--- src/bwc_pkg.sv ---
// package: register offsets, fields, reset values and address constants
package bwc_pkg;
	// config dword offsets
	localparam logic [7:0]  OFS_PREF_LIMIT_HI = 8'h2C;
	localparam logic [7:0]  OFS_IO_HIGH       = 8'h30;
	localparam logic [7:0]  OFS_CAP_PTR       = 8'h34;
	localparam logic [7:0]  OFS_INTR_BRCTL    = 8'h3C;
	// reset values
	localparam logic [31:0] RST_PREF_LIMIT_HI = 32'h0000_0000;
	localparam logic [15:0] RST_IO_HALF       = 16'h0000;
	localparam logic [7:0]  RST_CAP_PTR       = 8'h40;
	localparam logic [7:0]  RST_INTR_LINE     = 8'h00;
	localparam logic [7:0]  RST_INTR_PIN      = 8'h00;
	localparam logic [3:0]  RST_BRCTL         = 4'h0;
	// bridge control bit positions within dword 3Ch
	localparam int          BIT_PERR_RESP     = 16;
	localparam int          BIT_SEC_ERR_FWD   = 17;
	localparam int          BIT_ISA_EN        = 18;
	localparam int          BIT_VGA_EN        = 19;
	// address constants
	localparam logic [19:0] LIMIT_LOW_ONES    = 20'hFFFFF;
	localparam logic [31:0] VGA_MEM_LO        = 32'h000A_0000;
	localparam logic [31:0] VGA_MEM_HI        = 32'h000B_FFFF;
	localparam logic [9:0]  VGA_IO_A_LO       = 10'h3B0;
	localparam logic [9:0]  VGA_IO_A_HI       = 10'h3BB;
	localparam logic [9:0]  VGA_IO_B_LO       = 10'h3C0;
	localparam logic [9:0]  VGA_IO_B_HI       = 10'h3DF;
	localparam logic [9:0]  ISA_ALIAS_START   = 10'h100;
	localparam logic [31:0] IO_64K_LIMIT      = 32'h0000_FFFF;
endpackage

--- src/bwc_decode.sv ---
// forwarding decode: window hit checks for memory and i/o requests
`timescale 1ns/1ps
module bwc_decode (
	// request
	input  wire logic        i_is_io,
	input  wire logic [63:0] i_addr,
	// window bounds
	input  wire logic [63:0] i_mem_base,
	input  wire logic [63:0] i_mem_limit,
	input  wire logic [31:0] i_io_base,
	input  wire logic [31:0] i_io_limit,
	// controls
	input  wire logic        i_isa_en,
	input  wire logic        i_vga_en,
	// result
	output logic             o_fwd_down,
	output logic             o_fwd_up
);
	logic in_win;
	logic isa_alias;
	logic vga_hit;

	// window, isa alias and vga decode
	always_comb begin
		if (i_is_io) begin
			in_win = (i_addr[31:0] >= i_io_base) && (i_addr[31:0] <= i_io_limit) && (i_addr[63:32] == 32'h0);
			isa_alias = i_isa_en && (i_addr[31:0] <= bwc_pkg::IO_64K_LIMIT)
				&& (i_addr[9:0] >= bwc_pkg::ISA_ALIAS_START);
			vga_hit = i_vga_en && (i_addr[31:0] <= bwc_pkg::IO_64K_LIMIT)
				&& (((i_addr[9:0] >= bwc_pkg::VGA_IO_A_LO) && (i_addr[9:0] <= bwc_pkg::VGA_IO_A_HI))
				|| ((i_addr[9:0] >= bwc_pkg::VGA_IO_B_LO) && (i_addr[9:0] <= bwc_pkg::VGA_IO_B_HI)));
		end else begin
			in_win = (i_addr >= i_mem_base) && (i_addr <= i_mem_limit);
			isa_alias = 1'b0;
			vga_hit = i_vga_en && (i_addr[63:32] == 32'h0) && (i_addr[31:0] >= bwc_pkg::VGA_MEM_LO)
				&& (i_addr[31:0] <= bwc_pkg::VGA_MEM_HI);
		end
		o_fwd_up   = in_win && isa_alias && !vga_hit;
		o_fwd_down = (in_win && !isa_alias) || vga_hit;
	end
endmodule

--- src/bwc_regs.sv ---
// bridge window upper halves, interrupt and bridge control registers
//
// Summary of operation
// - prefetch limit upper 32 bits, RW, reset zero
// - i/o base upper 16 bits, RW, reset zero
// - i/o limit upper 16 bits, RW, reset zero
// - capability pointer reads 40h, read only
// - interrupt pin read only, resets to 00h; hot-plug drives INTA only while the pin is nonzero
// - interrupt pin overridable by management or eeprom
// - bit 16: report poisoned tlps, else ignore
// - bit 17 gates error message forwarding upstream
// - bit 18 sends isa alias i/o upstream
// - bit 19 clear blocks vga range forwarding except where the address falls inside the i/o or memory window
// - bit 19 set forwards vga ranges
// - prefetch limit low twenty bits all ones
`timescale 1ns/1ps
module bwc_regs (
	// clock and reset
	input  wire logic        i_clk,
	input  wire logic        i_rst_n,
	// config access, dword offset with byte enables
	input  wire logic        i_cfg_wr,
	input  wire logic        i_cfg_rd,
	input  wire logic [7:0]  i_cfg_addr,
	input  wire logic [3:0]  i_cfg_be,
	input  wire logic [31:0] i_cfg_wdata,
	output logic [31:0]      o_cfg_rdata,
	output logic             o_cfg_rvalid,
	// interrupt pin override from management or eeprom load
	input  wire logic        i_pin_ovr_we,
	input  wire logic [7:0]  i_pin_ovr_val,
	// prefetch base upper half and lower window halves held elsewhere in the header
	input  wire logic [31:0] i_pref_base_hi,
	input  wire logic [11:0] i_pref_base_lo,
	input  wire logic [11:0] i_pref_limit_lo,
	input  wire logic [15:0] i_io_base_lo,
	input  wire logic [15:0] i_io_limit_lo,
	// request to classify
	input  wire logic        i_req_valid,
	input  wire logic        i_req_is_io,
	input  wire logic [63:0] i_req_addr,
	output logic             o_fwd_valid,
	output logic             o_fwd_down,
	output logic             o_fwd_up,
	// secondary side events
	input  wire logic        i_sec_poisoned,
	input  wire logic        i_sec_err_msg,
	output logic             o_poison_report,
	output logic             o_err_fwd,
	// hot-plug interrupt virtual wire
	input  wire logic        i_hotplug_event,
	output logic             o_inta_assert
);
	logic [31:0] pref_limit_hi_r, pref_limit_hi_nxt;
	logic [15:0] io_base_hi_r, io_base_hi_nxt;
	logic [15:0] io_limit_hi_r, io_limit_hi_nxt;
	logic [7:0]  intr_line_r, intr_line_nxt;
	logic [7:0]  intr_pin_r, intr_pin_nxt;
	logic [3:0]  brctl_r, brctl_nxt;
	logic [31:0] rdata_r, rdata_nxt;
	logic        rvalid_r, rvalid_nxt;
	logic        fwd_valid_r, fwd_valid_nxt;
	logic        fwd_down_r, fwd_down_nxt;
	logic        fwd_up_r, fwd_up_nxt;
	logic        poison_r, poison_nxt;
	logic        err_fwd_r, err_fwd_nxt;
	logic        inta_r, inta_nxt;
	logic [63:0] mem_base;
	logic [63:0] mem_limit;
	logic [31:0] io_base;
	logic [31:0] io_limit;
	logic        dec_down;
	logic        dec_up;

	// merge a byte-enabled write into a dword
	function automatic logic [31:0] be_merge(input logic [31:0] old, input logic [31:0] wd,
		input logic [3:0] be);
		logic [31:0] res;
		res = old;
		for (int i = 0; i < 4; i++) begin
			if (be[i]) begin
				res[i*8 +: 8] = wd[i*8 +: 8];
			end
		end
		return res;
	endfunction

	// composed window bounds
	assign mem_base  = {i_pref_base_hi, i_pref_base_lo, 20'h00000};
	assign mem_limit = {pref_limit_hi_r, i_pref_limit_lo, bwc_pkg::LIMIT_LOW_ONES};
	assign io_base   = {io_base_hi_r, i_io_base_lo};
	assign io_limit  = {io_limit_hi_r, i_io_limit_lo};

	// window decode
	bwc_decode u_decode (
		.i_is_io     (i_req_is_io),
		.i_addr      (i_req_addr),
		.i_mem_base  (mem_base),
		.i_mem_limit (mem_limit),
		.i_io_base   (io_base),
		.i_io_limit  (io_limit),
		.i_isa_en    (brctl_r[bwc_pkg::BIT_ISA_EN - 16]),
		.i_vga_en    (brctl_r[bwc_pkg::BIT_VGA_EN - 16]),
		.o_fwd_down  (dec_down),
		.o_fwd_up    (dec_up)
	);

	// register writes from the config bus and the pin override
	always_comb begin
		logic [31:0] m;
		m = 32'h0;
		pref_limit_hi_nxt = pref_limit_hi_r;
		io_base_hi_nxt    = io_base_hi_r;
		io_limit_hi_nxt   = io_limit_hi_r;
		intr_line_nxt     = intr_line_r;
		intr_pin_nxt      = intr_pin_r;
		brctl_nxt         = brctl_r;
		if (i_cfg_wr) begin
			unique case (i_cfg_addr)
				bwc_pkg::OFS_PREF_LIMIT_HI: begin
					pref_limit_hi_nxt = be_merge(pref_limit_hi_r, i_cfg_wdata, i_cfg_be);
				end
				bwc_pkg::OFS_IO_HIGH: begin
					m = be_merge({io_limit_hi_r, io_base_hi_r}, i_cfg_wdata, i_cfg_be);
					io_base_hi_nxt  = m[15:0];
					io_limit_hi_nxt = m[31:16];
				end
				bwc_pkg::OFS_INTR_BRCTL: begin
					m = be_merge({12'h000, brctl_r, 8'h00, intr_line_r}, i_cfg_wdata, i_cfg_be);
					intr_line_nxt = m[7:0];
					brctl_nxt     = m[bwc_pkg::BIT_VGA_EN:bwc_pkg::BIT_PERR_RESP];
				end
				default: begin
				end
			endcase
		end
		// pin byte is read only on the bus, so only the override port moves it
		if (i_pin_ovr_we) begin
			intr_pin_nxt = i_pin_ovr_val;
		end
	end

	// read mux: a read beside a write in one cycle returns the old value
	always_comb begin
		rdata_nxt  = rdata_r;
		rvalid_nxt = i_cfg_rd;
		if (i_cfg_rd) begin
			unique case (i_cfg_addr)
				bwc_pkg::OFS_PREF_LIMIT_HI: rdata_nxt = pref_limit_hi_r;
				bwc_pkg::OFS_IO_HIGH:       rdata_nxt = {io_limit_hi_r, io_base_hi_r};
				bwc_pkg::OFS_CAP_PTR:       rdata_nxt = {24'h000000, bwc_pkg::RST_CAP_PTR};
				bwc_pkg::OFS_INTR_BRCTL:    rdata_nxt = {12'h000, brctl_r, intr_pin_r, intr_line_r};
				default:                    rdata_nxt = 32'h0000_0000;
			endcase
		end
	end

	// forwarding, error and interrupt outputs
	always_comb begin
		fwd_valid_nxt = i_req_valid;
		fwd_down_nxt  = i_req_valid && dec_down;
		fwd_up_nxt    = i_req_valid && dec_up;
		poison_nxt    = i_sec_poisoned && brctl_r[bwc_pkg::BIT_PERR_RESP - 16];
		err_fwd_nxt   = i_sec_err_msg && brctl_r[bwc_pkg::BIT_SEC_ERR_FWD - 16];
		inta_nxt      = i_hotplug_event && (intr_pin_r != 8'h00);
	end

	// config register state
	always_ff @(posedge i_clk or negedge i_rst_n) begin
		if (!i_rst_n) begin
			pref_limit_hi_r <= bwc_pkg::RST_PREF_LIMIT_HI;
			io_base_hi_r    <= bwc_pkg::RST_IO_HALF;
			io_limit_hi_r   <= bwc_pkg::RST_IO_HALF;
			intr_line_r     <= bwc_pkg::RST_INTR_LINE;
			intr_pin_r      <= bwc_pkg::RST_INTR_PIN;
			brctl_r         <= bwc_pkg::RST_BRCTL;
		end else begin
			pref_limit_hi_r <= pref_limit_hi_nxt;
			io_base_hi_r    <= io_base_hi_nxt;
			io_limit_hi_r   <= io_limit_hi_nxt;
			intr_line_r     <= intr_line_nxt;
			intr_pin_r      <= intr_pin_nxt;
			brctl_r         <= brctl_nxt;
		end
	end

	// read path state
	always_ff @(posedge i_clk or negedge i_rst_n) begin
		if (!i_rst_n) begin
			rdata_r  <= 32'h0000_0000;
			rvalid_r <= 1'b0;
		end else begin
			rdata_r  <= rdata_nxt;
			rvalid_r <= rvalid_nxt;
		end
	end

	// forwarding, event and interrupt state
	always_ff @(posedge i_clk or negedge i_rst_n) begin
		if (!i_rst_n) begin
			fwd_valid_r <= 1'b0;
			fwd_down_r  <= 1'b0;
			fwd_up_r    <= 1'b0;
			poison_r    <= 1'b0;
			err_fwd_r   <= 1'b0;
			inta_r      <= 1'b0;
		end else begin
			fwd_valid_r <= fwd_valid_nxt;
			fwd_down_r  <= fwd_down_nxt;
			fwd_up_r    <= fwd_up_nxt;
			poison_r    <= poison_nxt;
			err_fwd_r   <= err_fwd_nxt;
			inta_r      <= inta_nxt;
		end
	end

	// outputs straight from flops
	assign o_cfg_rdata     = rdata_r;
	assign o_cfg_rvalid    = rvalid_r;
	assign o_fwd_valid     = fwd_valid_r;
	assign o_fwd_down      = fwd_down_r;
	assign o_fwd_up        = fwd_up_r;
	assign o_poison_report = poison_r;
	assign o_err_fwd       = err_fwd_r;
	assign o_inta_assert   = inta_r;
endmodule

--- config.mk ---
export PLATFORM = sky130hd
export DESIGN_NAME = bwc_regs
export DESIGN_NICKNAME = d
export VERILOG_FILES = /design/src/bwc_pkg.sv /design/src/bwc_decode.sv /design/src/bwc_regs.sv
export SDC_FILE = /design/constraint.sdc
export NUM_CORES = 1
export LEC_CHECK = 0
export BUFFER_PORTS_ARGS = -buffer_cell sky130_fd_sc_hd__buf_2
export CAP_MARGIN = 20
export CELL_PAD_IN_SITES_DETAIL_PLACEMENT = 1
export CELL_PAD_IN_SITES_GLOBAL_PLACEMENT = 2
export CORE_ASPECT_RATIO = 0.6
export CORE_MARGIN = 5
export CORE_UTILIZATION = 30
export CTS_CLUSTER_SIZE = 20
export DETAILED_ROUTE_END_ITERATION = 6
export PLACE_DENSITY = 0.78
export SLEW_MARGIN = 30
export SYNTH_ARGS = -nofsm -noshare
export SYNTH_HDL_FRONTEND = slang
export SYNTH_HIERARCHICAL = 1
export SYNTH_SLANG_ARGS = --single-unit
--- constraint.sdc ---
create_clock -name i_clk -period 2.3 [get_ports i_clk]
set_clock_uncertainty 0.1 [all_clocks]
set_input_delay 0.23 -clock i_clk [delete_from_list [all_inputs] [get_ports i_clk]]
set_output_delay 0.23 -clock i_clk [all_outputs]
set_load 0.005 [all_outputs]
### After elaboration in Yosys (flattened, before gate mapping)

Index checks and enable logic that the tools add are counted.

* flip-flop bits (word level): 123
* output and inout bits: 39
* input port bits: 214

* equality and inequality tests: 4
* $lt $le $gt $ge: 12
* multiplexer cells: 4
* reduce and logical (&&, ||, !) cells: 36

Operator list (number)
* $pmux W32 S4: 1
* $ge A64 B64 Y1: 1
* $le A64 B64 Y1: 1
* $eq A8 B6 Y1 const B: 4
* $ge A32 B20 Y1 const B: 1
* $ge A32 B32 Y1: 1
* $le A32 B16 Y1 const B: 1
* $le A32 B20 Y1 const B: 1
* $le A32 B32 Y1: 1
* $logic_not A32 Y1: 1
* $reduce_and A3 Y1: 10
* $ge A10 B10 Y1 const B: 2
* $le A10 B10 Y1 const B: 2
* $logic_and A1 B1 Y1: 20
* $ge A10 B9 Y1 const B: 1
* $reduce_bool A8 Y1: 1
* $mux W1: 3
* $logic_not A1 Y1: 2
* $logic_or A1 B1 Y1: 2

### Depth between registers and ports, before layout

Gate-level depths: netlist of the first run.

* word-level depth: 8
* gate-level depth with buffers: 11
* depth with buffers taken out: 11

### Cells and area by module

The synthesis of the first run kept the hierarchy.

By module, submodules not included
* bwc_regs: cells an instance 383, times used 1, sequential area each 3078.0 µm², area each 5436.5 µm²
* bwc_decode: cells an instance 711, times used 1, sequential area each 0.0 µm², area each 5007.3 µm²

### Worst setup path before layout of the first run

Ideal clock, no wire load.

* path type: reg2reg
* start: register pref_limit_hi_r[30]
* end: register fwd_up_r (netlist: o_fwd_up)
* required time: 2.081 ns
* library setup time: 0.119 ns
* setup slack: 0.053 ns
* cell stages (with the launch flop): 12
* data arrival time: 2.028 ns
* clock period less this slack: 2.247 ns
* path buffers: 0
* cell sequence: dfrtp_1 -> inv_1 -> ha_1 -> nand4_2 -> nor4_4 -> nand4_1 -> a31oi_1 -> a21oi_1 -> a31oi_1 -> o2bb2ai_1 -> nor3b_2 -> and2_1

* word-level cells in the longest chain between the ends: 6

RTL lines
* start: declaration: line bwc_regs.sv:54 `logic [31:0] pref_limit_hi_r, pref_limit_hi_nxt;`
* start signal: assignment: line bwc_regs.sv:171 `pref_limit_hi_r <= bwc_pkg::RST_PREF_LIMIT_HI;`
* start signal: assignment: line bwc_regs.sv:178 `pref_limit_hi_r <= pref_limit_hi_nxt;`
* $le A64 B64 Y1: line bwc_decode.sv:33 `in_win = (i_addr >= i_mem_base) && (i_addr <= i_mem_limit);`
* $logic_and A1 B1 Y1: line bwc_decode.sv:33
* $mux W1: line bwc_decode.sv:25 `if (i_is_io) begin`
* $logic_and A1 B1 Y1 (2 in a row): line bwc_decode.sv:38 `o_fwd_up = in_win && isa_alias && !vga_hit;`
* named net dec_up: line bwc_regs.sv:73 `logic dec_up;`
* $logic_and A1 B1 Y1: line bwc_regs.sv:162 `fwd_up_nxt = i_req_valid && dec_up;`
* named net fwd_up_nxt: line bwc_regs.sv:64 `logic fwd_up_r, fwd_up_nxt;`
* end signal: assignment: line bwc_regs.sv:210 `fwd_up_r <= fwd_up_nxt;`
* end: declaration: line bwc_regs.sv:64

The timed path passes the listed nets, and every way through them passes these cells.
A chain may end at the register's enable or synchronous reset.

### Final worst setup path of the first run

* start: register pref_limit_hi_r[27]
* end: register fwd_up_r (netlist: o_fwd_up)

The elaborated chain is that of the path after synthesis.

==> results of run 1 <==
==> power by group <==
part	leakage, nW	total (mW)	internal (mW)	switching (mW)
registers	1.69	2.26	2.22	0.0428
logic	5.85	1.54	0.737	0.806
clock network	0.284	2.70	1.61	1.09
total	7.82	6.50	4.57	1.93
==> sequential cells by signal, summed over array words and instances, names as in the netlist, 4 cells and up <==
name             flops
intr_line_r          8
pref_limit_hi_r     32
o_cfg_rdata         32
io_limit_hi_r       16
intr_pin_r           8
io_base_hi_r        16
brctl_r              4
==> what timing repair did <==
action                                  4_1_cts  5_1_grt
hold buffers                                 41        0
resized for setup                            26        6
endpoints found under the hold margin       107        0
buffers inserted                              5        2
endpoints found under the setup margin        2        2
pin swaps                                    18        1
==> final timing paths <==
check,slack [ns],end,cells past startpoint,from
worst max register to register,-0.39,o_fwd_up,12,pref_limit_hi_r[27]
worst max-delay path,-0.39,o_fwd_up,12,pref_limit_hi_r[27]
max in group asynchronous,1.34,pref_limit_hi_r[31],3,i_rst_n
min in group asynchronous,0.16,pref_limit_hi_r[6],2,i_rst_n
worst min-delay path,0.02,intr_line_r[6],2,i_cfg_wdata[6]
worst min register to register,0.41,intr_line_r[2],1,intr_line_r[2]
==> layout make-up <==
| cell class | count | share of cell area, % |
|---|---|---|
| timing repair buffer | 482 | 21.5 |
| sequential | 123 | 20.4 |
| tap | 459 | 3.81 |
| antenna | 1 | 0.0166 |
| clock buffer | 17 | 2.82 |
| inverter | 224 | 5.58 |
| clock inverter | 14 | 1.09 |
| multi-input combinational | 763 | 44.8 |
==> routing by layer <==
layer | vias up | GRT usage [%]
met5 | - | 0
met4 | 0 | 4.26
met3 | 26 | 3.32
met2 | 227 | 31.9
met1 | 4927 | 31.1
li1 | 4902 | -
==> stage by stage <==
stage,hold WS [ns],util (%)
after floorplan,-0.166,-
after global placement,0.0735,40.6
after detailed placement,0.0751,40.6
after CTS,0.00301,44.2
after global routing,0.0110,44.3
final,0.0213,44.3
==> cells in the final DEF (no fill, tap or decap), types with 4 or more instances in the layout <==
master and instances:
clkinv_4 5, nand3_1 28, buf_2 251, nor2b_1 6, and2_1 4, a22oi_1 31
nand4_1 26, o211ai_1 7, ha_4 10, nand2b_1 4, a211oi_1 6, conb_1 40
dfrtp_1 123, buf_4 177, nand2_1 53, o21ai_0 26, nor4_1 17, inv_2 8
and4_1 9, buf_12 11, a21o_1 10, a221oi_1 9, inv_1 216, ha_1 182
a31oi_1 6, nor2_1 17, a21oi_1 72, o22ai_2 30, dlygate4sd3_1 41, clkbuf_16 17
nor3_1 6, mux2_2 103, nor4_4 7
==> critical path: cells and delay by family (launching register included) <==
kind                     cells  cell delay, ns
AO/OA/AOI/OAI                4            0.61
buffers and inverters        2            0.26
flip-flops                   1            0.38
AND/OR/NAND/NOR              5            0.92
adder cells (fa/ha/maj)      1            0.30
==> cells by family (layout without fill, tap and decap cells) <==
family / Yosys count / in the layout / synth area share (%)
and+or+nand+nor: 204 / 204 / 11.7
adders and majority gates: 192 / 192 / 23.0
AOI/OAI and AO/OA: 222 / 222 / 15.2
buffers and inverters: 246 / 737 / 9.22
DFF: 123 / 123 / 29.5
muxes: 105 / 105 / 11.3
other: 2 / 41 / 0.0719
==> reports/qor.csv, run 1 <==
stage,metric,value,unit
status,status,"finished, violations left",
status,failing checks,setup timing,
detailed_routing,DR pass1 iterations,4,
die,Die Span X,251,microns
detailed_routing,Top Metal Used,met4,
setup_path,Crit path top cell by count,nand4_1,
clock_tree,clk slew on worst S/H paths,0.07,ns
place,GP Congestion,0.833,
final_layout,Multi-input gate area,6760,sq um
clock_tree,Root Driver,clkbuf_16,
yosys,synth cell count leaders,"inv_1 (224), ha_1 (192), dfrtp_1 (123)",
setup_path,Worst Path Arrival,2.89,ns
final_layout,design area,15100,sq um
sta,Finish-stage setup viols,2,
setup_path,CP Cell Sequence,"inv_1, ha_1, nand4_1, nor4_4, buf_4, nand4_1, a31oi_2, a21oi_2, a31oi_1, o2bb2ai_1, nor3b_2, and2_1",
detailed_routing,DRT met1 WL,20900,microns
yosys,synth unique cells,62,
yosys,register area share after synthesis,29.5,%
yosys,Post-Synthesis Cell Area,10400,sq um
final_layout,Fillers,3989,
sta,Rel. slew slack,56.9,%
setup_path,Setup Crit Path Kind,reg2reg,
min_path,worst min-delay path category,in2reg,
sta,Final Max Slew Viols,0,
detailed_routing,wire length on met3,1760,microns
detailed_routing,vias per cell,4.84,
die,# rows,52,
sta,final worst slack,-0.385,ns
detailed_routing,Initial DRC Count,499,
detailed_routing,detail-routed net length per standard cell,19.7,microns
setup_path,required time worst endpoint,2.51,ns
sta,Fin. Hold Viols,0,
place,pre-CTS WS,-0.613,ns
global_routing,antenna violations before repair,1,
die,Ports,253,
setup_path,crit path max fanout,3,
sta,TNS Setup,-0.760,ns
place,post-placement cell count,2003,
power,leak pwr,7.82,nW
setup_path,slowest cell delay on critical path,0.38,ns
setup_path,crit path launch type,register,
detailed_routing,Vias,10100,
detailed_routing,Remaining DRCs,0,
place,Area after DPL,13800,sq um
detailed_routing,met2 routed WL,17800,microns
clock_tree,htree depth,4,
global_routing,vias in the first global route,11100,
clock_tree,clock buffer count from CTS,17,
place,Port Buffers,252,
final_layout,area delta synth->final,44.4,%
sta,FMAX,372,MHz
clock_tree,Clock Tree Buf Depth,2,
final_layout,Final nets,2017,
global_routing,first-pass GRT wire length,63600,microns
yosys,Syn Area/Cell,9.55,sq um
die,CORE AREA,34000,sq um
final_layout,layout cells sized above 1,40.2,%
yosys,Synth top area share,29.5,%
yosys,Post-synth EDFFs,0,
yosys,largest cells by area after synthesis,"dfrtp_1 (29%), ha_1 (23%), mux2_2 (11%), inv_1 (8.1%), o22ai_2 (3.6%)",
die,die height,155,microns
yosys,Post-synth ARST share,100,%
place,DPL Wire Length,34500,microns
sta,Tmin final,2.69,ns
yosys,top cell type by total area after synthesis,dfrtp_1,
setup_path,nature of the critical path endpoint,register,
clock_tree,CTS tree,built,
sta,Slew @ Worst Pin,0.646,ns
power,worst vdd ir,0.000357,V
global_routing,grt total ovfl,0,
die,total die area,38800,sq um
yosys,cell count after synthesis,1094,
power,Pwr per Cell Area,431,nW/um^2
setup_path,"Slowest-stage cell, CP",dfrtp_1,
yosys,Ys Warns,6,
final_layout,Seq. cell area,3080,sq um
global_routing,largest net degree at the start of global routing,47,
yosys,ys flop type,dfrtp_1,
global_routing,GRT Total Usage,20.8,%
sta,unrepaired setup endpoints after global routing,true,
detailed_routing,final wirelength,41000,microns
final_layout,Layout Cells excl Fill,2083,
power,total power,6.50,mW
sta,crit share post-route,117,%
yosys,number of synthesized register bits,123,
die,Initial Util,30.7,%
detailed_routing,"antenna viol nets, final",0,
yosys,most frequent cell after synthesis,inv_1,
clock_tree,Worst-Skew Late Latency,0.42,ns
clock_tree,CTS Sinks,123,
flow_run,Max-Cap Viols,0,
No activity file was read; power rests on OpenSTA's default activity.
==> run 2, diff against run 1 <==
--- a/config.mk
+++ b/config.mk
@@ -9,7 +9,6 @@
 export CAP_MARGIN = 20
 export CELL_PAD_IN_SITES_DETAIL_PLACEMENT = 1
 export CELL_PAD_IN_SITES_GLOBAL_PLACEMENT = 2
-export CORE_ASPECT_RATIO = 0.6
 export CORE_MARGIN = 5
 export CORE_UTILIZATION = 30
 export CTS_CLUSTER_SIZE = 20
==> reports/qor.csv, run 2 (synthesis gave the netlist of run 1 again) <==
stage,metric,value,unit
setup_path,CP Cell Sequence,"inv_2, ha_4, nand2_2, buf_6, nor4_4, buf_4, nand4_1, a31oi_1, a21oi_1, a31oi_1, o2bb2ai_1, a21o_1, and2_1",
place,post-placement cell count,1986,
flow_run,Max-Cap Viols,0,
place,GP Congestion,0.846,
die,Die Span X,197,microns
sta,Slew @ Worst Pin,0.672,ns
setup_path,Worst Path Buf+Inv,3,
detailed_routing,DR pass1 iterations,4,
die,# rows,68,
sta,Tmin final,2.55,ns
clock_tree,Clock Tree Buf Depth,2,
clock_tree,Worst-Skew Late Latency,0.42,ns
setup_path,slowest cell delay on critical path,0.41,ns
place,Area after DPL,13700,sq um
global_routing,grt total ovfl,0,
final_layout,design area,14900,sq um
final_layout,Layout Cells excl Fill,2069,
final_layout,"most common cell after layout, fill and taps aside",buf_2,
detailed_routing,"antenna viol nets, final",0,
sta,Finish-stage setup viols,2,
die,total die area,38600,sq um
final_layout,final core occ,43.3,%
detailed_routing,Initial DRC Count,332,
setup_path,R2R Setup Slk,-0.25,ns
detailed_routing,vias per cell,4.85,
final_layout,Fillers,4077,
sta,Rel. slew slack,55.2,%
power,total power,6.70,mW
setup_path,Setup Crit Path Kind,reg2reg,
detailed_routing,Vias,10000,
min_path,worst min-delay path category,in2reg,
sta,final worst slack,-0.253,ns
clock_tree,CTS Sinks,123,
final_layout,area delta synth->final,42.8,%
place,Port Buffers,252,
setup_path,crit path launch type,register,
global_routing,GRT Total Usage,20.3,%
sta,unrepaired setup endpoints after global routing,true,
setup_path,"Slowest-stage cell, CP",dfrtp_1,
setup_path,Worst Path Arrival,2.75,ns
global_routing,largest net degree at the start of global routing,60,
status,failing checks,setup timing,
die,CORE AREA,34500,sq um
status,status,"finished, violations left",
power,Pwr per Cell Area,449,nW/um^2
clock_tree,CTS tree,built,
die,die height,197,microns
global_routing,vias in the first global route,11300,
sta,crit share post-route,111,%
detailed_routing,Remaining DRCs,0,
setup_path,required time worst endpoint,2.50,ns
clock_tree,htree depth,4,
clock_tree,Root Driver,clkbuf_16,
setup_path,nature of the critical path endpoint,register,
sta,FMAX,392,MHz
power,leak pwr,7.74,nW
detailed_routing,final wirelength,40000,microns
die,Ports,253,
global_routing,first-pass GRT wire length,61800,microns
die,Initial Util,30.3,%
final_layout,most frequent cells in the layout,"buf_2 (251), inv_1 (221), ha_1 (185), buf_4 (163), dfrtp_1 (123)",
final_layout,Final nets,2000,
power,worst vdd ir,0.000381,V
setup_path,crit path max fanout,3,
sta,hold_ws,0.0116,ns
place,DPL Wire Length,32800,microns
setup_path,Crit path top cell by count,a31oi_1,
final_layout,layout cells sized above 1,39.0,%
sta,Fin. Hold Viols,0,
clock_tree,clock buffer count from CTS,17,
clock_tree,clk slew on worst S/H paths,0.07,ns
global_routing,antenna violations before repair,9,
setup_path,crit-path leading delay family,compound AO/OA/AOI/OAI gates,
detailed_routing,detail-routed net length per standard cell,19.3,microns
sta,Final Max Slew Viols,0,
-- run 2: worst paths after layout --
check,start,endpoint,depth (start not counted)
min in group asynchronous,i_rst_n,o_err_fwd,2
max,pref_limit_hi_r[10],o_fwd_down,13
max in group asynchronous,i_rst_n,o_fwd_down,3
min reg2reg,intr_line_r[5],intr_line_r[5],1
max reg2reg,pref_limit_hi_r[10],o_fwd_down,13
min,i_cfg_wdata[29],pref_limit_hi_r[29],2
-- run 2: layer usage --
layer / share of wire, % / up-vias / GRT usage, % / wire, microns
li1: - / 4873 / - / -
met1: 43 / 4886 / 25.8 / 17400
met2: 50 / 228 / 36.0 / 19800
met4: 2.4 / 2 / 6.09 / 956
met3: 4.6 / 51 / 2.97 / 1840
met5: 0.018 / - / 0 / 7
-- run 2: cell type report --
cell class | count | area (sq um) | share of cell area [%]
Inverter | 224 | 841 | 5.64
Timing Repair Buffer | 465 | 3090 | 20.7
Sequential cell | 123 | 3080 | 20.6
Multi-Input combinational cell | 763 | 6670 | 44.7
Tap cell | 455 | 569 | 3.82
Antenna cell | 7 | 17.5 | 0.117
Clock buffer | 20 | 467 | 3.13
Clock inverter | 12 | 184 | 1.23
-- run 2: metrics by stage --
stage	TNS, ns	setup slack [ns]
3_5_place_dp	-2.07	-0.587
6_report	-0.500	-0.253
4_1_cts	-0.525	-0.265
2_1_floorplan	0	0.0527
3_3_place_gp	-1.68	-0.583
5_1_grt	-0.729	-0.365
-- run 2: worst register-to-register path: stages (launching register included) --
cell	delay, ns
dfrtp_1	0.41
inv_2	0.07
ha_4	0.26
nand2_2	0.06
buf_6	0.12
nor4_4	0.29
buf_4	0.19
nand4_1	0.11
a31oi_1	0.21
a21oi_1	0.07
a31oi_1	0.16
o2bb2ai_1	0.09
a21o_1	0.18
and2_1	0.13
-- run 2: report_power, final --
group	total, mW	internal [mW]	leakage, nW	switching [mW]
logic	1.48	0.712	5.74	0.763
registers	2.26	2.22	1.69	0.0438
clock network	2.96	1.91	0.314	1.04
-- run 2: repair_timing --
action / CTS / global route
resized for setup: 5 / 12
endpoints found under the hold margin: 108 / 0
endpoints found under the setup margin: 2 / 2
pin swaps: 9 / 1
buffers inserted: 3 / 1
hold buffers: 40 / 0
